### src/hdl/dsc_pkg.sv
// Purpose: shared constants for the receiver feature and payload block
// Assumes: byte-wide register port, 27-bit parallel link word
// Notes: offsets are register indices on the serial control bus
package dsc_pkg;

  // register map
  localparam logic [7:0] REG_CFG1 = 8'h00;
  localparam logic [7:0] REG_FEAT2 = 8'h03;
  localparam logic [7:0] CFG1_RESET = 8'h00;
  localparam logic [7:0] FEAT2_RESET = 8'h00;
  localparam int CFG1_REGSRC_BIT = 0;

  // second feature register fields
  localparam int GAIN_MSB = 7;
  localparam int GAIN_LSB = 5;
  localparam int EQON_BIT = 4;
  localparam int RSVD_BIT = 3;
  localparam int SSC_MSB = 2;
  localparam int SSC_LSB = 0;
  localparam logic [2:0] SSC_OFF = 3'h0;
  localparam logic [2:0] SSC_HI_RATE_FIRST = 3'h5;

  // modulation rate dividers of the output clock
  localparam int DIV_W = 12;
  localparam logic [11:0] DIV_NORM_LO = 12'h0878; // clk/2168
  localparam logic [11:0] DIV_NORM_HI = 12'h0514; // clk/1300
  localparam logic [11:0] DIV_LF_LO = 12'h0271; // clk/625
  localparam logic [11:0] DIV_LF_HI = 12'h0181; // clk/385

  // link word layout: 24 color bits then hsync, vsync and data enable
  localparam int WORD_W = 27;
  localparam int COLOR_W = 24;
  localparam int HSYNC_BIT = 24;
  localparam int VSYNC_BIT = 25;
  localparam int DATAEN_BIT = 26;
  localparam int RED_LSB = 16;
  localparam int GREEN_LSB = 8;
  localparam int BLUE_LSB = 0;
  localparam int GP_W = 6;

  // lock acquisition and buffering
  localparam int LOCK_WORDS = 64;
  localparam int FIFO_DEPTH = 8;

endpackage : dsc_pkg

### src/hdl/dsc_deser_ctrl.sv
// Purpose: receiver feature register, lock and payload delivery
// Assumes: register port already decoded from the serial control bus
// Notes: analog equalizer and clock spreading sit outside; this block
//        only drives their settings and the modulation rate tick
// How it works
// - gain field bits 7:5, eight steps
// - bit 4 switches the equalizer on
// - normal mode spread decode, 2168 or 1300
// - low frequency decode, 625 or 385
// - 24 color, sync and enable bits delivered
// - 18-bit use passes general purpose bits
// - lock on live random data, no pattern
// - register settings apply only when selected
`timescale 1ns/1ns
module dsc_deser_ctrl #(
  parameter int LOCK_WORDS = dsc_pkg::LOCK_WORDS,
  parameter int FIFO_DEPTH = dsc_pkg::FIFO_DEPTH
) (
  // clock, reset, enable
  input wire logic ref_clk,
  input wire logic rst,
  input wire logic clkEn,
  // register port
  input wire logic [7:0] regAddr,
  input wire logic regWrEn,
  input wire logic [7:0] regWrData,
  input wire logic regRdEn,
  output logic [7:0] regRdData,
  // control and strap pins
  input wire logic [2:0] strapEqGain,
  input wire logic strapEqOn,
  input wire logic [2:0] strapSsc,
  input wire logic lowFreqSelect,
  input wire logic colorDepth18,
  // link side
  input wire logic [dsc_pkg::WORD_W-1:0] linkWord,
  input wire logic linkValid,
  input wire logic linkCodeErr,
  output logic linkReady,
  // display side
  output logic [dsc_pkg::COLOR_W-1:0] dispColor,
  output logic dispHsync,
  output logic dispVsync,
  output logic dispDataEn,
  output logic [dsc_pkg::GP_W-1:0] dispGp,
  output logic dispValid,
  input wire logic dispReady,
  // equalizer and spread clock settings, lock status
  output logic [2:0] equalizerGain,
  output logic equalizerOn,
  output logic sscActive,
  output logic [dsc_pkg::DIV_W-1:0] sscModDiv,
  output logic sscModTick,
  output logic rxLocked
);

  typedef enum logic {DSC_ACQUIRE, DSC_LOCKED} dsc_lock_t;

  logic [7:0] feat2_q, feat2_d;
  logic regSrc_q, regSrc_d;
  logic [7:0] rdData_q, rdData_d;
  logic [2:0] sscSel;
  logic [dsc_pkg::DIV_W-1:0] modCnt_q, modCnt_d;
  logic tick_q, tick_d;
  dsc_lock_t lock_q, lock_d;
  logic [15:0] goodCnt_q, goodCnt_d;
  logic goodWord, fifoInReady, fifoInValid;
  logic [dsc_pkg::WORD_W-1:0] headWord;

  function automatic logic hits(input logic [7:0] a, input logic [7:0] off);
    hits = (a == off);
  endfunction : hits

  // modulation divider picked by code and frequency mode
  function automatic logic [11:0] modDivide(input logic [2:0] code,
                                            input logic lf);
    if (lf) begin
      modDivide = (code >= dsc_pkg::SSC_HI_RATE_FIRST) ?
        dsc_pkg::DIV_LF_HI : dsc_pkg::DIV_LF_LO;
    end else begin
      modDivide = (code >= dsc_pkg::SSC_HI_RATE_FIRST) ?
        dsc_pkg::DIV_NORM_HI : dsc_pkg::DIV_NORM_LO;
    end
  endfunction : modDivide

  // register writes and registered read data
  always_comb begin
    feat2_d = feat2_q;
    regSrc_d = regSrc_q;
    rdData_d = rdData_q;
    if (regWrEn && hits(regAddr, dsc_pkg::REG_FEAT2)) begin
      feat2_d = regWrData;
    end
    if (regWrEn && hits(regAddr, dsc_pkg::REG_CFG1)) begin
      regSrc_d = regWrData[dsc_pkg::CFG1_REGSRC_BIT];
    end
    if (regRdEn) begin
      if (hits(regAddr, dsc_pkg::REG_FEAT2)) begin
        rdData_d = feat2_q;
      end else if (hits(regAddr, dsc_pkg::REG_CFG1)) begin
        rdData_d = {7'h00, regSrc_q};
      end else begin
        rdData_d = 8'h00; // unmapped reads as zero
      end
    end
  end

  always_ff @(posedge ref_clk) begin
    if (rst) begin
      feat2_q <= dsc_pkg::FEAT2_RESET;
      regSrc_q <= dsc_pkg::CFG1_RESET[dsc_pkg::CFG1_REGSRC_BIT];
      rdData_q <= 8'h00;
    end else if (clkEn) begin
      feat2_q <= feat2_d;
      regSrc_q <= regSrc_d;
      rdData_q <= rdData_d;
    end
  end

  assign regRdData = rdData_q;

  // pins rule until software hands control to the registers
  always_comb begin
    if (regSrc_q) begin
      equalizerGain = feat2_q[dsc_pkg::GAIN_MSB:dsc_pkg::GAIN_LSB];
      equalizerOn = feat2_q[dsc_pkg::EQON_BIT];
      sscSel = feat2_q[dsc_pkg::SSC_MSB:dsc_pkg::SSC_LSB];
    end else begin
      equalizerGain = strapEqGain;
      equalizerOn = strapEqOn;
      sscSel = strapSsc;
    end
  end

  assign sscActive = (sscSel != dsc_pkg::SSC_OFF);
  assign sscModDiv = modDivide(sscSel, lowFreqSelect);

  // modulation rate tick; restarts when spreading is off
  always_comb begin
    modCnt_d = modCnt_q;
    tick_d = 1'b0;
    if (!sscActive) begin
      modCnt_d = '0;
    end else if (modCnt_q >= sscModDiv - 1'b1) begin
      modCnt_d = '0;
      tick_d = 1'b1;
    end else begin
      modCnt_d = modCnt_q + 1'b1;
    end
  end

  always_ff @(posedge ref_clk) begin
    if (rst) begin
      modCnt_q <= '0;
      tick_q <= 1'b0;
    end else if (clkEn) begin
      modCnt_q <= modCnt_d;
      tick_q <= tick_d;
    end
  end

  assign sscModTick = tick_q;

  // lock: a run of clean words, no training pattern needed
  assign goodWord = linkValid && !linkCodeErr;

  always_comb begin
    lock_d = lock_q;
    goodCnt_d = goodCnt_q;
    unique case (lock_q)
      DSC_ACQUIRE: begin
        if (linkCodeErr) begin
          goodCnt_d = '0;
        end else if (goodWord) begin
          if (goodCnt_q == 16'(LOCK_WORDS - 1)) begin
            lock_d = DSC_LOCKED;
            goodCnt_d = '0;
          end else begin
            goodCnt_d = goodCnt_q + 1'b1;
          end
        end
      end
      DSC_LOCKED: begin
        if (linkCodeErr) begin
          lock_d = DSC_ACQUIRE; // drop lock, hunt again
          goodCnt_d = '0;
        end
      end
    endcase
  end

  always_ff @(posedge ref_clk) begin
    if (rst) begin
      lock_q <= DSC_ACQUIRE;
      goodCnt_q <= '0;
    end else if (clkEn) begin
      lock_q <= lock_d;
      goodCnt_q <= goodCnt_d;
    end
  end

  assign rxLocked = (lock_q == DSC_LOCKED);

  // words are drained while hunting so a live stream never stalls
  assign fifoInValid = rxLocked && goodWord;
  assign linkReady = rxLocked ? fifoInReady : 1'b1;

  dsc_fifo #(
    .WIDTH(dsc_pkg::WORD_W),
    .DEPTH(FIFO_DEPTH)
  ) u_fifo (
    .clk(ref_clk),
    .rst(rst),
    .ce(clkEn),
    .inData(linkWord),
    .inValid(fifoInValid),
    .inReady(fifoInReady),
    .outData(headWord),
    .outValid(dispValid),
    .outReady(dispReady)
  );

  // color bits go out untouched; their order is the host's business
  assign dispColor = headWord[dsc_pkg::COLOR_W-1:0];
  assign dispHsync = headWord[dsc_pkg::HSYNC_BIT];
  assign dispVsync = headWord[dsc_pkg::VSYNC_BIT];
  assign dispDataEn = headWord[dsc_pkg::DATAEN_BIT];
  // in 18-bit use the two low bits of each color are spare
  assign dispGp = colorDepth18 ? {
    headWord[dsc_pkg::RED_LSB+1:dsc_pkg::RED_LSB],
    headWord[dsc_pkg::GREEN_LSB+1:dsc_pkg::GREEN_LSB],
    headWord[dsc_pkg::BLUE_LSB+1:dsc_pkg::BLUE_LSB]} : 6'h00;
endmodule : dsc_deser_ctrl

### src/hdl/dsc_fifo.sv
// Purpose: small flop-based FIFO between link and display side
// Assumes: single clock, synchronous active-high reset
// Notes: inReady is low only when full, outValid low only when empty
`timescale 1ns/1ns
module dsc_fifo #(
  parameter int WIDTH = 27,
  parameter int DEPTH = 8
) (
  // clock and reset
  input wire logic clk,
  input wire logic rst,
  input wire logic ce,
  // fill side
  input wire logic [WIDTH-1:0] inData,
  input wire logic inValid,
  output logic inReady,
  // drain side
  output logic [WIDTH-1:0] outData,
  output logic outValid,
  input wire logic outReady
);

  localparam int AW = (DEPTH > 1) ? $clog2(DEPTH) : 1;
  localparam int CW = $clog2(DEPTH + 1);

  logic [WIDTH-1:0] mem_q [DEPTH];
  logic [WIDTH-1:0] mem_d [DEPTH];
  logic [AW-1:0] wrPtr_q, wrPtr_d, rdPtr_q, rdPtr_d;
  logic [CW-1:0] count_q, count_d;
  logic push, pop;

  function automatic logic [AW-1:0] nextPtr(input logic [AW-1:0] p);
    nextPtr = (p == AW'(DEPTH - 1)) ? '0 : p + 1'b1;
  endfunction : nextPtr

  // honest flags straight from the occupancy count
  assign inReady = (count_q != CW'(DEPTH));
  assign outValid = (count_q != '0);
  assign outData = mem_q[rdPtr_q];
  assign push = inValid && inReady;
  assign pop = outValid && outReady;

  // next pointers, count and storage
  always_comb begin
    mem_d = mem_q;
    wrPtr_d = wrPtr_q;
    rdPtr_d = rdPtr_q;
    count_d = count_q;
    if (push) begin
      mem_d[wrPtr_q] = inData;
      wrPtr_d = nextPtr(wrPtr_q);
    end
    if (pop) begin
      rdPtr_d = nextPtr(rdPtr_q);
    end
    if (push && !pop) begin
      count_d = count_q + 1'b1;
    end else if (pop && !push) begin
      count_d = count_q - 1'b1;
    end
  end

  // storage needs no reset, only the bookkeeping does
  always_ff @(posedge clk) begin
    if (rst) begin
      wrPtr_q <= '0;
      rdPtr_q <= '0;
      count_q <= '0;
    end else if (ce) begin
      wrPtr_q <= wrPtr_d;
      rdPtr_q <= rdPtr_d;
      count_q <= count_d;
    end
  end

  always_ff @(posedge clk) begin
    if (ce) begin
      mem_q <= mem_d;
    end
  end

endmodule : dsc_fifo

### config.mk
export PLATFORM = sky130hd
export DESIGN_NAME = dsc_deser_ctrl
export DESIGN_NICKNAME = d
export VERILOG_FILES = /design/src/hdl/dsc_pkg.sv /design/src/hdl/dsc_deser_ctrl.sv /design/src/hdl/dsc_fifo.sv
export SDC_FILE = /design/constraint.sdc
export NUM_CORES = 1
export LEC_CHECK = 0
export BUFFER_PORTS_ARGS = -buffer_cell sky130_fd_sc_hd__buf_2
export CAP_MARGIN = 20
export CORE_ASPECT_RATIO = 1.1
export CORE_MARGIN = 2
export CORE_UTILIZATION = 50
export CTS_CLUSTER_SIZE = 10
export DETAILED_ROUTE_END_ITERATION = 10
export GPL_TIMING_DRIVEN = 0
export PLACE_DENSITY = 0.7
export SLEW_MARGIN = 5
export SYNTH_ARGS = -nofsm -noshare
export SYNTH_HDL_FRONTEND = slang
export SYNTH_SLANG_ARGS = --single-unit
### constraint.sdc
create_clock -name ref_clk -period 5.38 [get_ports ref_clk]
set_input_delay 0.269 -clock ref_clk [delete_from_list [all_inputs] [get_ports ref_clk]]
set_output_delay 0.269 -clock ref_clk [all_outputs]
set_load 0.05 [all_outputs]
==> results_dict.tcl, run 1 <==
set metrics [dict create \
    final.setup_skew_ns 0.0179 \
    yosys.area.top_type "edfxtp_1" \
    layout.nets 981 \
    max_freq_mhz 309 \
    slew_headroom_pct 40.4 \
    postSynthCellCount 696 \
    fin_cells 1219 \
    seqCellArea_um2 7630 \
    syn_avg_cell_area_um2 16.2 \
    pin_count 122 \
    grt_pass1_vias 7145 \
    path_class "flip-flop to output port" \
    fill_cells 1633 \
    dp.cells 1128 \
    synth_warnings 0 \
    crit_path_start_kind "flip-flop" \
    synth_flop_cell "edfxtp_1" \
    insertedDiodeCount 0 \
    drv_slew 0 \
    ys_seq_elements 273 \
    ant_nets 0 \
    yosysSeqAreaShare_pct 67.6 \
    drt-initial-drc-count 429 \
    dp_hpwl_um 16700 \
    postLayoutCellArea_um2 13800 \
    min_period_ns 3.24 \
    cp-end-kind "output port" \
    row_count 57 \
    syn_to_final_growth_pct 22.0 \
    drv_cap 0 \
    core_um2 22100 \
    power_mw 4.32 \
    required_ns 5.11 \
    hold_class "input pin to flip-flop" \
    wirelength_um 24200 \
    clkSinkCount 273 \
    grt_overflow_total 0 \
    numPortBuffers 118 \
    dr.pass1.iters 5 \
    multi_input_area_um2 3500 \
    clock_latency_ns 0.55 \
    finalSetupTns_ns 0 \
    worst_slew_pin_slew_ns 0.886 \
    synth_async_sr_flop_share_pct 0 \
    route.detailed.drc 0 \
    cts_setup_buffers 0 \
    place_congestion 0.814 \
    yosysMostFrequentCell "edfxtp_1" \
    drt-wirelength-per-cell_um 19.8 \
    grt_max_degree 23 \
    power_density_nw_per_um2 314 \
    root_buffer "clkbuf_16" \
    antenna_found_initial 0 \
    synth_top_area_share_pct 57.5 \
    htreeDepth 1 \
    syn_area_um2 11300 \
    peakVddDrop_mv 0.402 \
    status "finished clean" \
    vias 6744 \
    start_util_pct 51.0 \
    finalSetupViolCount 0 \
    fp.dieW_um 147 \
    placed_area_um2 12500 \
    grt_pass1_wl_um 38400 \
    clk_path_buf_depth 3 \
    leakagePower_nw 4.91 \
    synth_edf_count 216 \
    path_clk_slew_ns 0.06 \
    syn_nets 777 \
    dieArea_um2 23800 \
    finalHoldViolations 0 \
    grt_usage_pct 20.6 \
    worst-path-max-fanout 10 \
    via_per_inst 5.53 \
    synth.area.top_cells "edfxtp_1, mux4_2, dfxtp_1, mux2_2, ha_1" \
    rsz0062_at_grt "no" \
    fin_crit_sh_pct 60.2 \
    cts_tree "built" \
    ys_types 57 \
    die_h_um 162 \
    cts_buffers 31 \
    ys_top_cells_by_count "edfxtp_1, nor2_1, dfxtp_1, mux4_2" \
    drive_gt1_share_pct 31.3 \
    critical_path_arrival_ns 2.97 \
]
repair_timing:
action	4_1_cts	5_1_grt
hold buffers	34	0
endpoints found under the hold margin	210	0
resized for setup	0	0
critical path, cell delays in order, from the launching register on:
cell and delay [ns]:
dfxtp_1 0.33, buf_2 0.28, buf_4 0.25, buf_1 0.63, mux4_2 0.41, mux2_2 0.30
buf_2 0.22
layout make-up:
cell class / count / area share [%]
repair buffers: 171 / 8.34
inverters: 14 / 0.382
multi-input cells: 379 / 25.4
clock inverters: 2 / 0.364
flip-flops and latches: 273 / 55.4
clock buffers: 55 / 6.29
plain buffers: 30 / 1.13
well taps: 295 / 2.68
routing by layer:
layer	GRT usage, %	vias up	wire length, µm
li1	-	3133	-
met4	4.02	0	254
met5	0	-	0
met3	3.14	19	1370
met2	39.4	226	13300
met1	24.7	3366	9310
stage by stage:
stage / util (%) / hold slack (ns) / setup slack (ns)
after floorplan: - / 0.368 / 1.08
after global placement: 55.4 / 0.461 / -1.34
after detailed placement: 56.6 / 0.474 / 2.32
after CTS: 62.3 / 0.00471 / 2.05
after global routing: 62.3 / 0.0169 / 2.01
final: 62.3 / 0.0267 / 2.14
cell usage in the layout (no fill, tap or decap), drive strengths merged, types with 18 or more instances in the layout:
| master | synthesis | routed |
|---|---|---|
| buf | 19 | 156 |
| clkbuf | 11 | 66 |
| dfxtp | 57 | 57 |
| dlygate4sd3 | 0 | 34 |
| edfxtp | 216 | 216 |
| ha | 20 | 20 |
| mux2 | 31 | 31 |
| mux4 | 54 | 54 |
| nand2 | 31 | 31 |
| nand3 | 18 | 18 |
| nor2 | 63 | 63 |
| nor3 | 18 | 18 |
cell families (layout without fill, tap and decap cells):
| kind of cell | after synthesis | after routing | share of synthesized area, % |
|---|---|---|---|
| buf+inv | 44 | 272 | 1.84 |
| mux | 101 | 101 | 15.3 |
| fa+ha+maj | 21 | 21 | 2.40 |
| compound gates | 63 | 63 | 3.93 |
| other cells | 1 | 1 | 0.0332 |
| xor+xnor | 16 | 16 | 1.24 |
| flops | 273 | 273 | 67.6 |
| simple gates | 177 | 177 | 7.67 |
state kept, by name, indices dropped and copies added, names as in the netlist:
name and flops:
feat2_q 8, goodCnt_q 16, modCnt_q 12, regRdData 8
regSrc_q 1, rxLocked 1, sscModTick 1, u_fifo.count_q 4
u_fifo.mem_q 216, u_fifo.rdPtr_q 3, u_fifo.wrPtr_q 3
final timing paths:
path	slack, ns	to	depth (start not counted)	startpoint
setup reg to reg	2.27	modCnt_q[2]$_SDFFE_PP0P_	12	regSrc_q$_SDFFE_PP0P_
setup / recovery	2.14	dispColor[22]	6	u_fifo.rdPtr_q[1]$_SDFFE_PP0P_
hold / removal	0.03	u_fifo.mem_q[170]$_DFFE_PP_	1	linkWord[8]
hold reg to reg	0.48	goodCnt_q[1]$_SDFFE_PP0P_	2	goodCnt_q[1]$_SDFFE_PP0P_
power breakdown:
| part | leakage (nW) | switching [mW] | internal (mW) |
|---|---|---|---|
| combinational | 2.08 | 0.0978 | 0.0554 |
| sequential | 2.40 | 0.00244 | 2.28 |
| clock | 0.434 | 0.760 | 1.13 |
| total | 4.91 | 0.860 | 3.46 |
No activity file was read; power rests on OpenSTA's default activity.
==> run 2: changes to the inputs <==
Clock period 5.38 ns to 3.1 ns, I/O delays scaled along.
==> results_dict.tcl, run 2 (synthesis results as in run 1) <==
set metrics [dict create \
    core_um2 22100 \
    reg_top3 "u_fifo.mem_q: 216 flops, goodCnt_q: 16 flops, modCnt_q: 12 flops" \
    grt_max_degree 25 \
    vias 6764 \
    leakagePower_nw 4.92 \
    reg2regPathDepth 12 \
    numPortBuffers 118 \
    dp_hpwl_um 16500 \
    finalWorstSetupSlack_ns 0.119 \
    fin_crit_sh_pct 96.2 \
    most-common-layout-cells "edfxtp_1, buf_2, nor2_1, dfxtp_1, mux4_2" \
    critPathMaxStageDelay_ns 0.67 \
    min_path_cells 3 \
    drv_slew 0 \
    critical_path.top_delay_family "buffers and inverters" \
    required_ns 2.94 \
    layout.nets 981 \
    largest_register "u_fifo.mem_q" \
    wl_met1_um 9440 \
    drive_gt1_share_pct 32.0 \
    row_count 57 \
    cp_common_cell "clkbuf_1" \
    cts_tree "built" \
    crit_buf_inv 3 \
    crit_path_start_kind "flip-flop" \
    root_buffer "clkbuf_16" \
    dieArea_um2 23800 \
    drv_cap 0 \
    die_h_um 162 \
    path_clk_slew_ns 0.06 \
    fp.dieW_um 147 \
    htreeDepth 1 \
    p_sw_share_pct 20.3 \
    largest_register_ffs 216 \
    antenna_found_initial 1 \
    hold_class "input pin to flip-flop" \
    clkSinkCount 273 \
    clk_path_buf_depth 3 \
    slew_headroom_pct 35.0 \
    ant_nets 0 \
    path_class "flip-flop to output port" \
    post-place-ws_ns 0.170 \
    power_mw 7.43 \
    cts_buffers 31 \
    drt-initial-drc-count 436 \
    seq_power_share_pct 53.2 \
    status "finished clean" \
    p_clk_share_pct 43.2 \
    power.net_switching_mw 1.51 \
    wirelength_um 24000 \
    via_per_inst 5.54 \
    route.detailed.drc 0 \
    crit_chain "clkbuf_1 > clkbuf_1 > mux2_2 > buf_2" \
    combPwrFrac_pct 3.6 \
    pin_count 122 \
    syn_to_final_growth_pct 22.6 \
    dr.pass1.iters 4 \
    clock_latency_ns 0.55 \
    peakVddDrop_mv 0.547 \
    r2r-start "regSrc_q$_SDFFE_PP0P_" \
    max_freq_mhz 335 \
    grt_overflow_total 0 \
    finalHoldViolations 0 \
    wl_met3_um 1420 \
    worst_slew_pin_slew_ns 0.972 \
    dr.max_layer_used "met4" \
    critical_path_arrival_ns 2.83 \
    cp-end-kind "output port" \
    grt_pass1_wl_um 37800 \
    cp_slowest_cell "clkbuf_1" \
    start_util_pct 51.0 \
    r2r_slack_ns 0.28 \
    wl_met2_um 12600 \
    grt_pass1_vias 7074 \
    drt-wirelength-per-cell_um 19.7 \
    r2r-end "modCnt_q[10]$_SDFFE_PP0P_" \
    worst-path-max-fanout 10 \
    finalSetupViolCount 0 \
    intPower_mw 5.93 \
    grt_usage_pct 20.5 \
    hold_path.startpoint "linkValid" \
    final.setup_skew_ns 0.0132 \
    min_period_ns 2.98 \
    place_congestion 0.820 \
    power_density_nw_per_um2 537 \
    mostFrequentLayoutCell "edfxtp_1" \
    hold_path_end "rxLocked$_SDFFE_PP0P_" \
]
run 2: worst max-delay path by stage:
stage                              startpoint                     endpoint  slack, ns  depth (start not counted)
5_1_grt                 regSrc_q$_SDFFE_PP0P_     modCnt_q[9]$_SDFFE_PP0P_    -0.0005                         12
3_5_place_dp            regSrc_q$_SDFFE_PP0P_     modCnt_q[2]$_SDFFE_PP0P_       0.17                         12
6_report       u_fifo.rdPtr_q[2]$_SDFFE_PP0P_                dispColor[22]       0.12                          4
4_1_cts        u_fifo.rdPtr_q[1]$_SDFFE_PP0P_                dispColor[11]       0.01                          6
3_3_place_gp   u_fifo.count_q[0]$_SDFFE_PP0P_   u_fifo.mem_q[32]$_DFFE_PP_      -2.35                          4
2_1_floorplan           rxLocked$_SDFFE_PP0P_  u_fifo.mem_q[100]$_DFFE_PP_      -0.49                          4
run 2: timing repair:
action / in CTS / in global routing
resized for setup: 3 / 4
buffers inserted: 0 / 3
pin swaps: 0 / 1
hold endpoints to repair: 225 / 0
setup endpoints to repair: 15 / 22
hold buffers: 36 / 0
run 2: layout make-up:
| cell class | count | area, µm² |
|---|---|---|
| clock buffer | 56 | 870 |
| antenna | 1 | 2.50 |
| clock inverter | 2 | 27.5 |
| tap | 295 | 369 |
| fill | 1624 | 8270 |
| buffer | 29 | 159 |
| sequential | 273 | 7630 |
| inverter | 14 | 56.3 |
| timing repair buffer | 172 | 1190 |
| multi-input combinational | 379 | 3540 |
run 2: power groups by stage:
stage | registers, mW | clock network, mW | logic (mW)
floorplan | 4.03 | 0 | 0.128
global placement | 4.03 | 0 | 0.220
detailed placement | 4.03 | 0 | 0.232
CTS | 3.95 | 3.25 | 0.269
global route | 3.95 | 3.42 | 0.294
finish | 3.95 | 3.21 | 0.270
run 2: per-layer routing:
layer  GRT usage [%]  up-vias
met3            3.95       42
met1            25.1     3355
met4            5.81        0
met5               0        -
li1                -     3143
met2            37.0      224
run 2: worst min-delay path: stages:
cell and delay [ns]:
buf_2 0.14, a31oi_1 0.16, a211oi_1 0.05
run 2: metrics by stage:
step / utilization, % / cells / cell area [µm²] / hold slack, ns / TNS, ns
final: 62.6 / 1221 / 13800 / 0.00516 / 0
after global routing: 62.6 / 1221 / 13800 / 0.0273 / -0.000520
after CTS: 62.4 / 1218 / 13800 / 0.00142 / 0
after detailed placement: 56.7 / 1124 / 12500 / 0.398 / 0
after global placement: 55.5 / 1109 / 12300 / 0.388 / -287.20
after floorplan: - / 696 / 11300 / 0.254 / -41.51
